`src/arf_pkg.sv`:
```
// Package for the ADC ready-flag and comparator select register bank.
// Assumes a single 250 MHz clock domain and a word-aligned register port.
package arf_pkg;

  localparam int unsigned ADDR_W = 12;
  localparam int unsigned DATA_W = 32;
  localparam int unsigned RES_W = 16;
  localparam int unsigned NUM_IN = 54;
  localparam int unsigned NUM_CMP = 4;
  localparam int unsigned CMP_IN_MAX = 32;

  ////////////////////////////////////////////////////////////////////////////
  // Register offsets (byte addresses)
  localparam logic [ADDR_W-1:0] OFS_RDY_LOW = 12'h000;
  localparam logic [ADDR_W-1:0] OFS_RDY_HIGH = 12'h004;
  localparam logic [ADDR_W-1:0] OFS_CMP_CTRL = 12'h008;
  localparam logic [ADDR_W-1:0] OFS_IRQ_STAT = 12'h00C;
  localparam logic [ADDR_W-1:0] OFS_IRQ_MASK = 12'h010;
  localparam logic [ADDR_W-1:0] OFS_CMP_MASK = 12'h020;
  localparam logic [ADDR_W-1:0] OFS_CMP_LIM = 12'h030;
  localparam logic [ADDR_W-1:0] OFS_DATA = 12'h100;

  ////////////////////////////////////////////////////////////////////////////
  // Field positions
  localparam int unsigned LIM_HI_LSB = 16;
  localparam int unsigned LIM_LO_LSB = 0;
  localparam int unsigned IRQ_READY = 0;
  localparam int unsigned IRQ_OVERRUN = 1;
  localparam int unsigned IRQ_W = 2;

  // Implemented ready flags by input number; bits 32..63 map to the high word
  localparam logic [63:0] IMPL_FULL = 64'h003F_E3FE_0FFF_FFFF;
  // Inputs 20-23 and 33-47 absent on the reduced-pin variant
  localparam logic [63:0] IMPL_REDUCED = 64'h003F_0000_0F0F_FFFF;

  ////////////////////////////////////////////////////////////////////////////
  // Reset values
  localparam logic [DATA_W-1:0] RST_WORD = 32'h0000_0000;
  localparam logic [63:0] RST_FLAGS = 64'h0000_0000_0000_0000;
  localparam logic [RES_W-1:0] RST_RES = 16'h0000;

  typedef struct packed {
    logic valid;
    logic [5:0] chan;
    logic [RES_W-1:0] data;
  } arf_result_t;

  typedef struct packed {
    logic valid;
    logic [4:0] chan;
    logic [RES_W-1:0] data;
  } arf_cmp_feed_t;

  typedef struct packed {
    logic [RES_W-1:0] high;
    logic [RES_W-1:0] low;
  } arf_limits_t;

endpackage

```
`src/arf_top.sv`:
```
// ADC data registers, ready flags, comparator input masks and limits.
// Assumes results arrive synchronous to mclk, one per cycle at most.
module arf_top #(
  parameter bit REDUCED_PIN = 1'b0
) (
  input wire logic mclk,
  input wire logic rst,
  input wire logic [arf_pkg::ADDR_W-1:0] reg_addr,
  input wire logic [arf_pkg::DATA_W-1:0] reg_wdata,
  input wire logic reg_wr,
  input wire logic reg_rd,
  output logic [arf_pkg::DATA_W-1:0] reg_rdata,
  input wire arf_pkg::arf_result_t result_in,
  output arf_pkg::arf_cmp_feed_t cmp_feed [arf_pkg::NUM_CMP],
  output arf_pkg::arf_limits_t cmp_limits [arf_pkg::NUM_CMP],
  output logic [arf_pkg::NUM_CMP-1:0] comparator_enable,
  output logic irq
);

  localparam logic [63:0] IMPL = REDUCED_PIN ? arf_pkg::IMPL_REDUCED : arf_pkg::IMPL_FULL;
  localparam logic [arf_pkg::DATA_W-1:0] MASK_IMPL = IMPL[31:0];

  // The register map has room for 64 inputs, four comparators and 16-bit results
  if (arf_pkg::NUM_IN > 64) begin : g_bad_inputs
    $error("Input count exceeds the two ready words");
  end
  if (arf_pkg::NUM_CMP != 4) begin : g_bad_cmps
    $error("Comparator count must match the enable field and address map");
  end
  if (arf_pkg::CMP_IN_MAX > 32) begin : g_bad_cmp_range
    $error("Comparator inputs must fit one mask word");
  end
  if (arf_pkg::RES_W != 16) begin : g_bad_res
    $error("Result width must fill the low half of a data word");
  end

  ////////////////////////////////////////////////////////////////////////////
  // Storage
  logic [63:0] rdy_q;
  logic [63:0] rdy_d;
  logic [arf_pkg::RES_W-1:0] data_mem_q [arf_pkg::NUM_IN];
  logic [arf_pkg::DATA_W-1:0] mask_q [arf_pkg::NUM_CMP];
  logic [arf_pkg::NUM_CMP-1:0] cmp_en_q;
  logic [arf_pkg::IRQ_W-1:0] irq_stat_q;
  logic [arf_pkg::IRQ_W-1:0] irq_mask_q;
  logic [arf_pkg::IRQ_W-1:0] irq_stat_d;
  logic [arf_pkg::IRQ_W-1:0] irq_mask_d;
  logic [arf_pkg::DATA_W-1:0] rdata_d;
  logic irq_q;

  logic res_ok;
  logic data_hit;
  logic [5:0] data_idx;
  logic data_rd;
  logic cmp_ok;

  // Results for inputs that do not exist on this variant are dropped
  assign res_ok = result_in.valid && (result_in.chan < 6'(arf_pkg::NUM_IN)) && IMPL[result_in.chan];
  assign data_hit = (reg_addr[arf_pkg::ADDR_W-1:8] == arf_pkg::OFS_DATA[arf_pkg::ADDR_W-1:8]);
  assign data_idx = reg_addr[7:2];
  // Data words of absent inputs read zero rather than never-written storage
  assign data_rd = reg_rd && data_hit && (data_idx < 6'(arf_pkg::NUM_IN)) && IMPL[data_idx];
  assign cmp_ok = res_ok && (result_in.chan < 6'(arf_pkg::CMP_IN_MAX));

  ////////////////////////////////////////////////////////////////////////////
  // Data registers
  always_ff @(posedge mclk) begin
    if (res_ok) begin
      data_mem_q[result_in.chan] <= result_in.data;
    end
  end

  ////////////////////////////////////////////////////////////////////////////
  // Ready flags: a landing result beats a read clear in the same cycle
  always_comb begin
    rdy_d = rdy_q;
    if (data_rd) begin
      rdy_d[data_idx] = 1'b0;
    end
    if (res_ok) begin
      rdy_d[result_in.chan] = 1'b1;
    end
    rdy_d = rdy_d & IMPL;
  end

  always_ff @(posedge mclk or posedge rst) begin
    if (rst) begin
      rdy_q <= arf_pkg::RST_FLAGS;
    end else begin
      rdy_q <= rdy_d;
    end
  end

  ////////////////////////////////////////////////////////////////////////////
  // Comparator enable, masks and limits
  always_ff @(posedge mclk or posedge rst) begin
    if (rst) begin
      cmp_en_q <= '0;
    end else if (reg_wr && reg_addr == arf_pkg::OFS_CMP_CTRL) begin
      cmp_en_q <= reg_wdata[arf_pkg::NUM_CMP-1:0];
    end
  end

  for (genvar c = 0; c < arf_pkg::NUM_CMP; c++) begin : g_cmp
    localparam logic [arf_pkg::ADDR_W-1:0] MASK_ADDR = arf_pkg::OFS_CMP_MASK + arf_pkg::ADDR_W'(4 * c);
    localparam logic [arf_pkg::ADDR_W-1:0] LIM_ADDR = arf_pkg::OFS_CMP_LIM + arf_pkg::ADDR_W'(4 * c);

    // Mask is written even while enabled; software is trusted to avoid it
    always_ff @(posedge mclk or posedge rst) begin
      if (rst) begin
        mask_q[c] <= arf_pkg::RST_WORD;
      end else if (reg_wr && reg_addr == MASK_ADDR) begin
        mask_q[c] <= reg_wdata & MASK_IMPL;
      end
    end

    always_ff @(posedge mclk or posedge rst) begin
      if (rst) begin
        cmp_limits[c] <= '0;
      end else if (reg_wr && reg_addr == LIM_ADDR) begin
        cmp_limits[c].high <= reg_wdata[arf_pkg::LIM_HI_LSB +: arf_pkg::RES_W];
        cmp_limits[c].low <= reg_wdata[arf_pkg::LIM_LO_LSB +: arf_pkg::RES_W];
      end
    end

    // Feed is registered so the comparator sees a clean one-cycle strobe
    always_ff @(posedge mclk or posedge rst) begin
      if (rst) begin
        cmp_feed[c] <= '0;
      end else begin
        cmp_feed[c].valid <= cmp_ok && cmp_en_q[c] && mask_q[c][result_in.chan[4:0]];
        cmp_feed[c].chan <= result_in.chan[4:0];
        cmp_feed[c].data <= result_in.data;
      end
    end
  end

  assign comparator_enable = cmp_en_q;

  ////////////////////////////////////////////////////////////////////////////
  // Interrupt status: ready event and overrun of an unread result
  always_comb begin
    irq_stat_d = irq_stat_q;
    if (reg_wr && reg_addr == arf_pkg::OFS_IRQ_STAT) begin
      irq_stat_d = irq_stat_q & ~reg_wdata[arf_pkg::IRQ_W-1:0];
    end
    if (res_ok) begin
      irq_stat_d[arf_pkg::IRQ_READY] = 1'b1;
    end
    if (res_ok && rdy_q[result_in.chan] &&
        !(data_rd && data_idx == result_in.chan)) begin
      irq_stat_d[arf_pkg::IRQ_OVERRUN] = 1'b1;
    end
  end

  always_ff @(posedge mclk or posedge rst) begin
    if (rst) begin
      irq_stat_q <= '0;
      irq_q <= 1'b0;
    end else begin
      irq_stat_q <= irq_stat_d;
      irq_q <= |(irq_stat_d & irq_mask_d);
    end
  end

  // Next mask feeds the irq flop so that irq never lags a mask write
  always_comb begin
    irq_mask_d = irq_mask_q;
    if (reg_wr && reg_addr == arf_pkg::OFS_IRQ_MASK) begin
      irq_mask_d = reg_wdata[arf_pkg::IRQ_W-1:0];
    end
  end

  always_ff @(posedge mclk or posedge rst) begin
    if (rst) begin
      irq_mask_q <= '0;
    end else begin
      irq_mask_q <= irq_mask_d;
    end
  end

  assign irq = irq_q;

  ////////////////////////////////////////////////////////////////////////////
  // Read path: unmapped addresses read zero
  always_comb begin
    rdata_d = arf_pkg::RST_WORD;
    if (data_rd) begin
      rdata_d = {16'h0000, data_mem_q[data_idx]};
    end else begin
      case (reg_addr)
        arf_pkg::OFS_RDY_LOW: rdata_d = rdy_q[31:0];
        arf_pkg::OFS_RDY_HIGH: rdata_d = rdy_q[63:32];
        arf_pkg::OFS_CMP_CTRL: rdata_d = {28'h0000000, cmp_en_q};
        arf_pkg::OFS_IRQ_STAT: rdata_d = {30'h00000000, irq_stat_q};
        arf_pkg::OFS_IRQ_MASK: rdata_d = {30'h00000000, irq_mask_q};
        default: begin
          for (int c = 0; c < arf_pkg::NUM_CMP; c++) begin
            if (reg_addr == arf_pkg::OFS_CMP_MASK + arf_pkg::ADDR_W'(4 * c)) begin
              rdata_d = mask_q[c];
            end
            if (reg_addr == arf_pkg::OFS_CMP_LIM + arf_pkg::ADDR_W'(4 * c)) begin
              rdata_d = {cmp_limits[c].high, cmp_limits[c].low};
            end
          end
        end
      endcase
    end
  end

  always_ff @(posedge mclk or posedge rst) begin
    if (rst) begin
      reg_rdata <= arf_pkg::RST_WORD;
    end else if (reg_rd) begin
      reg_rdata <= rdata_d;
    end else begin
      reg_rdata <= arf_pkg::RST_WORD;
    end
  end

endmodule

```
`config.mk`:
```
export PLATFORM = sky130hd
export DESIGN_NAME = arf_top
export DESIGN_NICKNAME = d
export VERILOG_FILES = /design/src/arf_pkg.sv /design/src/arf_top.sv
export SDC_FILE = /design/constraint.sdc
export NUM_CORES = 2
export LEC_CHECK = 0
export BUFFER_PORTS_ARGS = -buffer_cell sky130_fd_sc_hd__buf_2
export CAP_MARGIN = 20
export CORE_ASPECT_RATIO = 0.9
export CORE_MARGIN = 2
export CORE_UTILIZATION = 35
export DETAILED_ROUTE_END_ITERATION = 10
export MAX_ROUTING_LAYER = met4
export PLACE_DENSITY = 0.51
export SYNTH_ARGS = -nofsm -noshare
export SYNTH_HDL_FRONTEND = slang
export SYNTH_SLANG_ARGS = --single-unit
```
`constraint.sdc`:
```
create_clock -name mclk -period 27.3 [get_ports mclk]
set_clock_uncertainty 0.1 [all_clocks]
set_input_delay 5.46 -clock mclk [delete_from_list [all_inputs] [get_ports mclk]]
set_output_delay 5.46 -clock mclk [all_outputs]
set_load 0.02 [all_outputs]
```
; Word-level counts from Yosys, hierarchy flattened
; Memories as Yosys holds them, arrays and structs flattened.
; Index checks and enable logic that the tools add are counted.
[word_totals]
regBits = 352
latch_bits = 0
ramBits = 864
rom_bits = 128
output_inout_bits = 253
word_cells = 123
memories = 3
[memory_table]
columns = name, depth, word_bits, read_ports, rd_clocked_by_memory_dff, write_ports, line_no
row1 = data_mem_q, 54, 16, 1, 0, 1, arf_top.sv:41  ; logic [arf_pkg::RES_W-1:0] data_mem_q [arf_pkg::NUM_IN];
row2 = (no name shown), 64, 1, 1, 0, 0, arf_top.sv:62  ; assign data_rd = reg_rd && data_hit && (data_idx < 6'(arf_pkg::NUM_IN)) && IMPL[data_idx];
row3 = (no name shown), 64, 1, 1, 0, 0, arf_top.sv:58  ; assign res_ok = result_in.valid && (result_in.chan < 6'(arf_pkg::NUM_IN)) && IMPL[result_in.chan];
[op_classes]
n_addsub = 0
n_mul = 0
div = 0
magnitude_cmp = 8
eq_ne = 14
shift = 0
n_mux = 35
bitwise_logic = 6
reduce_logical = 33
[op_table]
columns = op, n
row1 = 32-bit two-way mux, 9
row2 = 32-bit one-hot mux with 5 select lines, 1
row3 = 54-bit two-way mux, 2
row4 = "12-bit by 6-bit == test with 1-bit output, second input constant", 8
row5 = 54-bit bitwise AND, 1
row6 = 54-bit inverter, 1
row7 = 54-bit OR, 1
row8 = 1-bit logical AND, 30
row9 = 28-bit two-way mux, 1
row10 = "12-bit by 4-bit == test with 1-bit output, second input constant", 2
row11 = 1-bit binary-select mux with 5-bit select, 4
row12 = "6-bit < comparator, second input constant", 3
row13 = "6-bit by 7-bit < comparator with 1-bit output, second input constant", 2
row14 = 1-bit two-way mux, 13
row15 = 1-bit demux with 6-bit select, 2
row16 = "12-bit by 3-bit == test with 1-bit output, second input constant", 1
row17 = "12-bit by 5-bit == test with 1-bit output, second input constant", 1
row18 = "6-bit by 1-bit greater-or-equal comparator with 1-bit output, second input constant", 2
row19 = 12-bit zero test, 1
row20 = 1-bit binary-select mux with 6-bit select, 1
row21 = 6-bit == test, 1
row22 = "5-bit by 6-bit < comparator with 1-bit output, second input constant", 1
row23 = 2-bit bitwise AND, 2
row24 = "4-bit by 1-bit == test with 1-bit output, second input constant", 1
row25 = 4 further kinds, 5

; Logic depth before layout (Yosys ltp)
[depth]
depth_word = 12
depth_mapped = 11
ltp_nobuf = 6

; Least setup slack after synthesis
; No wires, ideal clock.
[synth_timing]
path_type = input to register
from = input port result_in[16] in the netlist's numbering
to = memory data_mem_q[27][0] in the netlist's numbering, enable pin
setup_ps = 389
arrival_time_ps = 7456
slack_ps = 19356
stages = 7
path_buffers = 5
path_cell_list = clkbuf_1 > buf_2 > buf_2 > clkbuf_1 > nand2_1 > clkbuf_1 > nor2_1
[synth_between]
elab_chain_cells = 5
[synth_lines]
columns = element, line_no
row1 = from (decl), arf_top.sv:13  ; input wire arf_pkg::arf_result_t result_in,
row2 = memory read 64 x 1 bit or 6-bit < comparator (tied branches), -
row3 = 1-bit two-way mux (implied by the code) or 1-bit logical AND (tied branches), arf_top.sv:58
row4 = 1-bit logical AND, arf_top.sv:58
row5 = 1-bit two-way mux, arf_top.sv:68  ; if (res_ok) begin
row6 = 1-bit two-way mux (implied by the code), arf_top.sv:69  ; data_mem_q[result_in.chan] <= result_in.data;
row7 = to (decl), arf_top.sv:41
; Several ways; a longest one is shown, not always the timed one. The select of a mux whose other input is x is not followed.

; Worst setup path in the final report
[layout_timing]
from = input port reg_addr[2] in the netlist's numbering
to = register reg_rdata[10] in the netlist's numbering
[layout_between]
elab_chain_cells = 12
[layout_lines]
columns = element, line_no
row1 = from (decl), arf_top.sv:8  ; input wire logic [arf_pkg::ADDR_W-1:0] reg_addr,
row2 = 12-bit by 6-bit == test with 1-bit output, arf_top.sv:199  ; if (reg_addr == arf_pkg::OFS_CMP_MASK + arf_pkg::ADDR_W'(4 * c)) begin
row3 = 28-bit two-way mux, arf_top.sv:199
row4 = 32-bit two-way mux, arf_top.sv:202  ; if (reg_addr == arf_pkg::OFS_CMP_LIM + arf_pkg::ADDR_W'(4 * c)) begin
row5 = 32-bit two-way mux, arf_top.sv:199
row6 = 32-bit two-way mux, arf_top.sv:202
row7 = 32-bit two-way mux, arf_top.sv:199
row8 = 32-bit two-way mux, arf_top.sv:202
row9 = 32-bit two-way mux, arf_top.sv:199
row10 = 32-bit two-way mux, arf_top.sv:202
row11 = 32-bit one-hot mux with 5 select lines, arf_top.sv:191  ; case (reg_addr)
row12 = 32-bit two-way mux (*), arf_top.sv:188  ; if (data_rd) begin
row13 = 32-bit two-way mux (*), arf_top.sv:214  ; end else if (reg_rd) begin
row14 = to (signal assigned), arf_top.sv:213  ; reg_rdata <= arf_pkg::RST_WORD;
row15 = to (signal assigned), arf_top.sv:215  ; reg_rdata <= rdata_d;
row16 = to (signal assigned), arf_top.sv:217  ; reg_rdata <= arf_pkg::RST_WORD;
row17 = to (decl), arf_top.sv:12  ; output logic [arf_pkg::DATA_W-1:0] reg_rdata,
; Every way passes the cells marked *; elsewhere a longest branch is shown, timed or not. The select of a mux whose other input is x is not followed.
; A chain may end at the register's enable or synchronous reset.

==> flow_summary.yaml <==
route:
  dr.pass1.iters: 6
  dr_total_vias: 31000
  viasPerCell: 5.64
  drc: 0
  wl_um: 167000
  ant_nets: 0
  wl_per_cell_um: 30.4
  drt_iter0_markers: 3572
synth:
  netlist_area_sq_um: 50600
  yosys-top-cells-area: "edfxtp_1, dfrtp_1, mux4_2, mux2_2, o21ai_0"
  ys.flop_type: "edfxtp_1"
  synth_cell_types: 82
  syn_inst: 3047
  yosys_warnings: 0
  synth_edf_count: 864
  avgSynthCellArea_sq_um: 16.6
  synth-seq-cells: 1216
  async_flop_share_pct: 28.9
  synth_top_area_share_pct: 51.3
  seq_area_frac_synth_pct: 68.7
  synth_top_cell_by_area: "edfxtp_1"
placement:
  dp.cells: 5234
  dp_hpwl_um: 109000
  place_area_sq_um: 54800
  place_ws_ps: 17250
  gp_congestion: 0.906
  place.port_buffers: 323
global_route:
  grt-ovfl-total: 0
  grt_max_degree: 91
  groute.usage.overall_pct: 23.1
  antenna_found_initial: 12
  first_global_vias: 30200
  grt_pass1_wl_um: 236000
pwr:
  peakVddDrop_mv: 0.0733
  leakage_uw: 0.0226
  power_density_nw_per_um2: 69.4
  power.total_uw: 4110
clock_tree:
  htreeDepth: 4
  cts_resized: 0
  cts_setup_buffers: 0
  cts_sinks: 1216
  cts_buffer_depth: 3
  cts_tree: "done"
  insertion_delay_ps: 790
  cts_buffers: 135
  ctsHoldBuffers: 0
  clk_pin_slew_ps: 60
  root_buffer: "clkbuf_16"
floorplan:
  fp.dieW_um: 405
  rows: 132
  ios: 324
  die_y_um: 365
  coreArea_sq_um: 144000
  die_area_sq_um: 148000
  initial_utilization_pct: 35.2
sta:
  max_slew_margin_pct: 21.7
  final_hold_viol_count: 0
  rsz0062_at_grt: "false"
  min_period_over_period_pct: 33.3
  setup_slack_ps: 18210
  tns_ps: 0
  min_period_ps: 9090
  setup_violations: 0
  drv_slew: 0
  fmax_mhz: 110
  worst_pin_slew_ps: 1180
hold_path:
  hold_path_class: "reg -> reg"
job:
  maxCapViolCount: 0
setup_path:
  crit_path_end_kind: "flop"
  required_ps: 27880
  cp_max_fo: 71
  crit_arrival_ps: 9670
  worstSetupStartpointType: "input port"
  path_class: "in -> reg"
finish:
  layout_common_cells: "edfxtp_1, dfrtp_1, buf_2"
  num-nets-final: 3568
  area_delta_synth_final_pct: 17.0
  layout-drive-gt1-share_pct: 33.4
  final_area_sq_um: 59200
  layout.cells.non_filler: 5492
  final_common_cell: "edfxtp_1"
status:
  status: "completed"
-- routing by layer --
metal,track usage [%],vias to the layer above,wire (um)
li1,-,12800,-
met1,32.6,16500,74000
met2,34.0,1447,74900
met3,4.41,249,13600
met4,6.90,0,4300
met5,-,-,0
-- worst max-delay path, stage by stage --
cell and delay, ps:
buf_8 430, buf_4 670, buf_4 690, buf_4 570, mux4_2 320, nand2_1 60, a311oi_1 820, nand3_1 290
a21oi_1 260
-- stage by stage --
| step | hold slack (ps) | utilization, % |
|---|---|---|
| floorplan | 364 | - |
| global placement | 393 | 38.0 |
| detailed placement | 400 | 38.2 |
| CTS | 413 | 41.2 |
| global route | 435 | 41.2 |
| finish | 414 | 41.2 |
-- cell type report --
| type | count | area, sq um |
|---|---|---|
| clock buffer | 190 | 3790 |
| sequential | 1216 | 34800 |
| inverter | 28 | 115 |
| multi-input combinational | 1668 | 14900 |
| clock inverter | 58 | 543 |
| fill | 13200 | 84500 |
| timing repair buffer | 448 | 2730 |
| tap | 1876 | 2350 |
| antenna | 8 | 20.0 |
-- registers in the layout, indices dropped and copies added (netlist names) --
register           flops
data_mem_q           864
cmp_limits           128
mask_q               112
rdy_q                 46
reg_rdata             32
cmp_feed              25
comparator_enable      4
irq_mask_q             2
irq_stat_q             2
irq                    1
-- where the power goes --
part | leakage, uW | switching [uW] | internal (uW)
Clock | 0.00212 | 780 | 1020
Sequential | 0.0127 | 20.8 | 2020
Combinational | 0.00781 | 185 | 84.2
Total | 0.0226 | 985 | 3120
-- worst paths after layout --
check	slack [ps]	end	startpoint	depth (start not counted)
max in group asynchronous	20200	cmp_limits[37]	rst	4
worst max register to register	24770	reg_rdata[14]	cmp_limits[46]	6
worst min-delay path	410	mask_q[65]	mask_q[65]	2
worst max-delay path	18210	reg_rdata[10]	reg_addr[2]	9
worst min register to register	410	mask_q[65]	mask_q[65]	2
min in group asynchronous	4700	cmp_feed[10]	rst	2
-- synth_stat cells (4+ instances only) --
cell type    n
a211oi_1     8
a21o_1      13
a21oi_1     82
a221o_1      5
a221oi_1    23
a222oi_1    10
a22o_1      10
a22oi_1     41
a311oi_1     6
a31oi_1     17
a32oi_1     20
and2_1       6
and3_1       6
buf_1       17
buf_2       93
buf_4       76
clkbuf_1    73
dfrtp_1    352
edfxtp_1   864
inv_1       27
mux2_2     283
mux2i_1     85
mux4_2     213
nand2_1    164
nand2b_1    12
nand3_1     29
nand4_1      8
nor2_1     113
nor2b_1     17
nor3_1      25
o2111ai_1    4
o211ai_1    14
o21ai_0    171
o221ai_1    15
o22ai_1     50
o31ai_1      6
or2_2        5
or3_1        6
or3b_2       5
xor2_1       4
-- logic make-up after synthesis --
family                 synth area share [%]
multiplexers                           17.5
AND/OR/NAND/NOR                        3.81
flip-flops                             68.7
AO/OA/AOI/OAI                          6.94
other                               0.00741
buffers and inverters                  2.98
XOR/XNOR                              0.104
No activity file was read; power rests on OpenSTA's default activity.
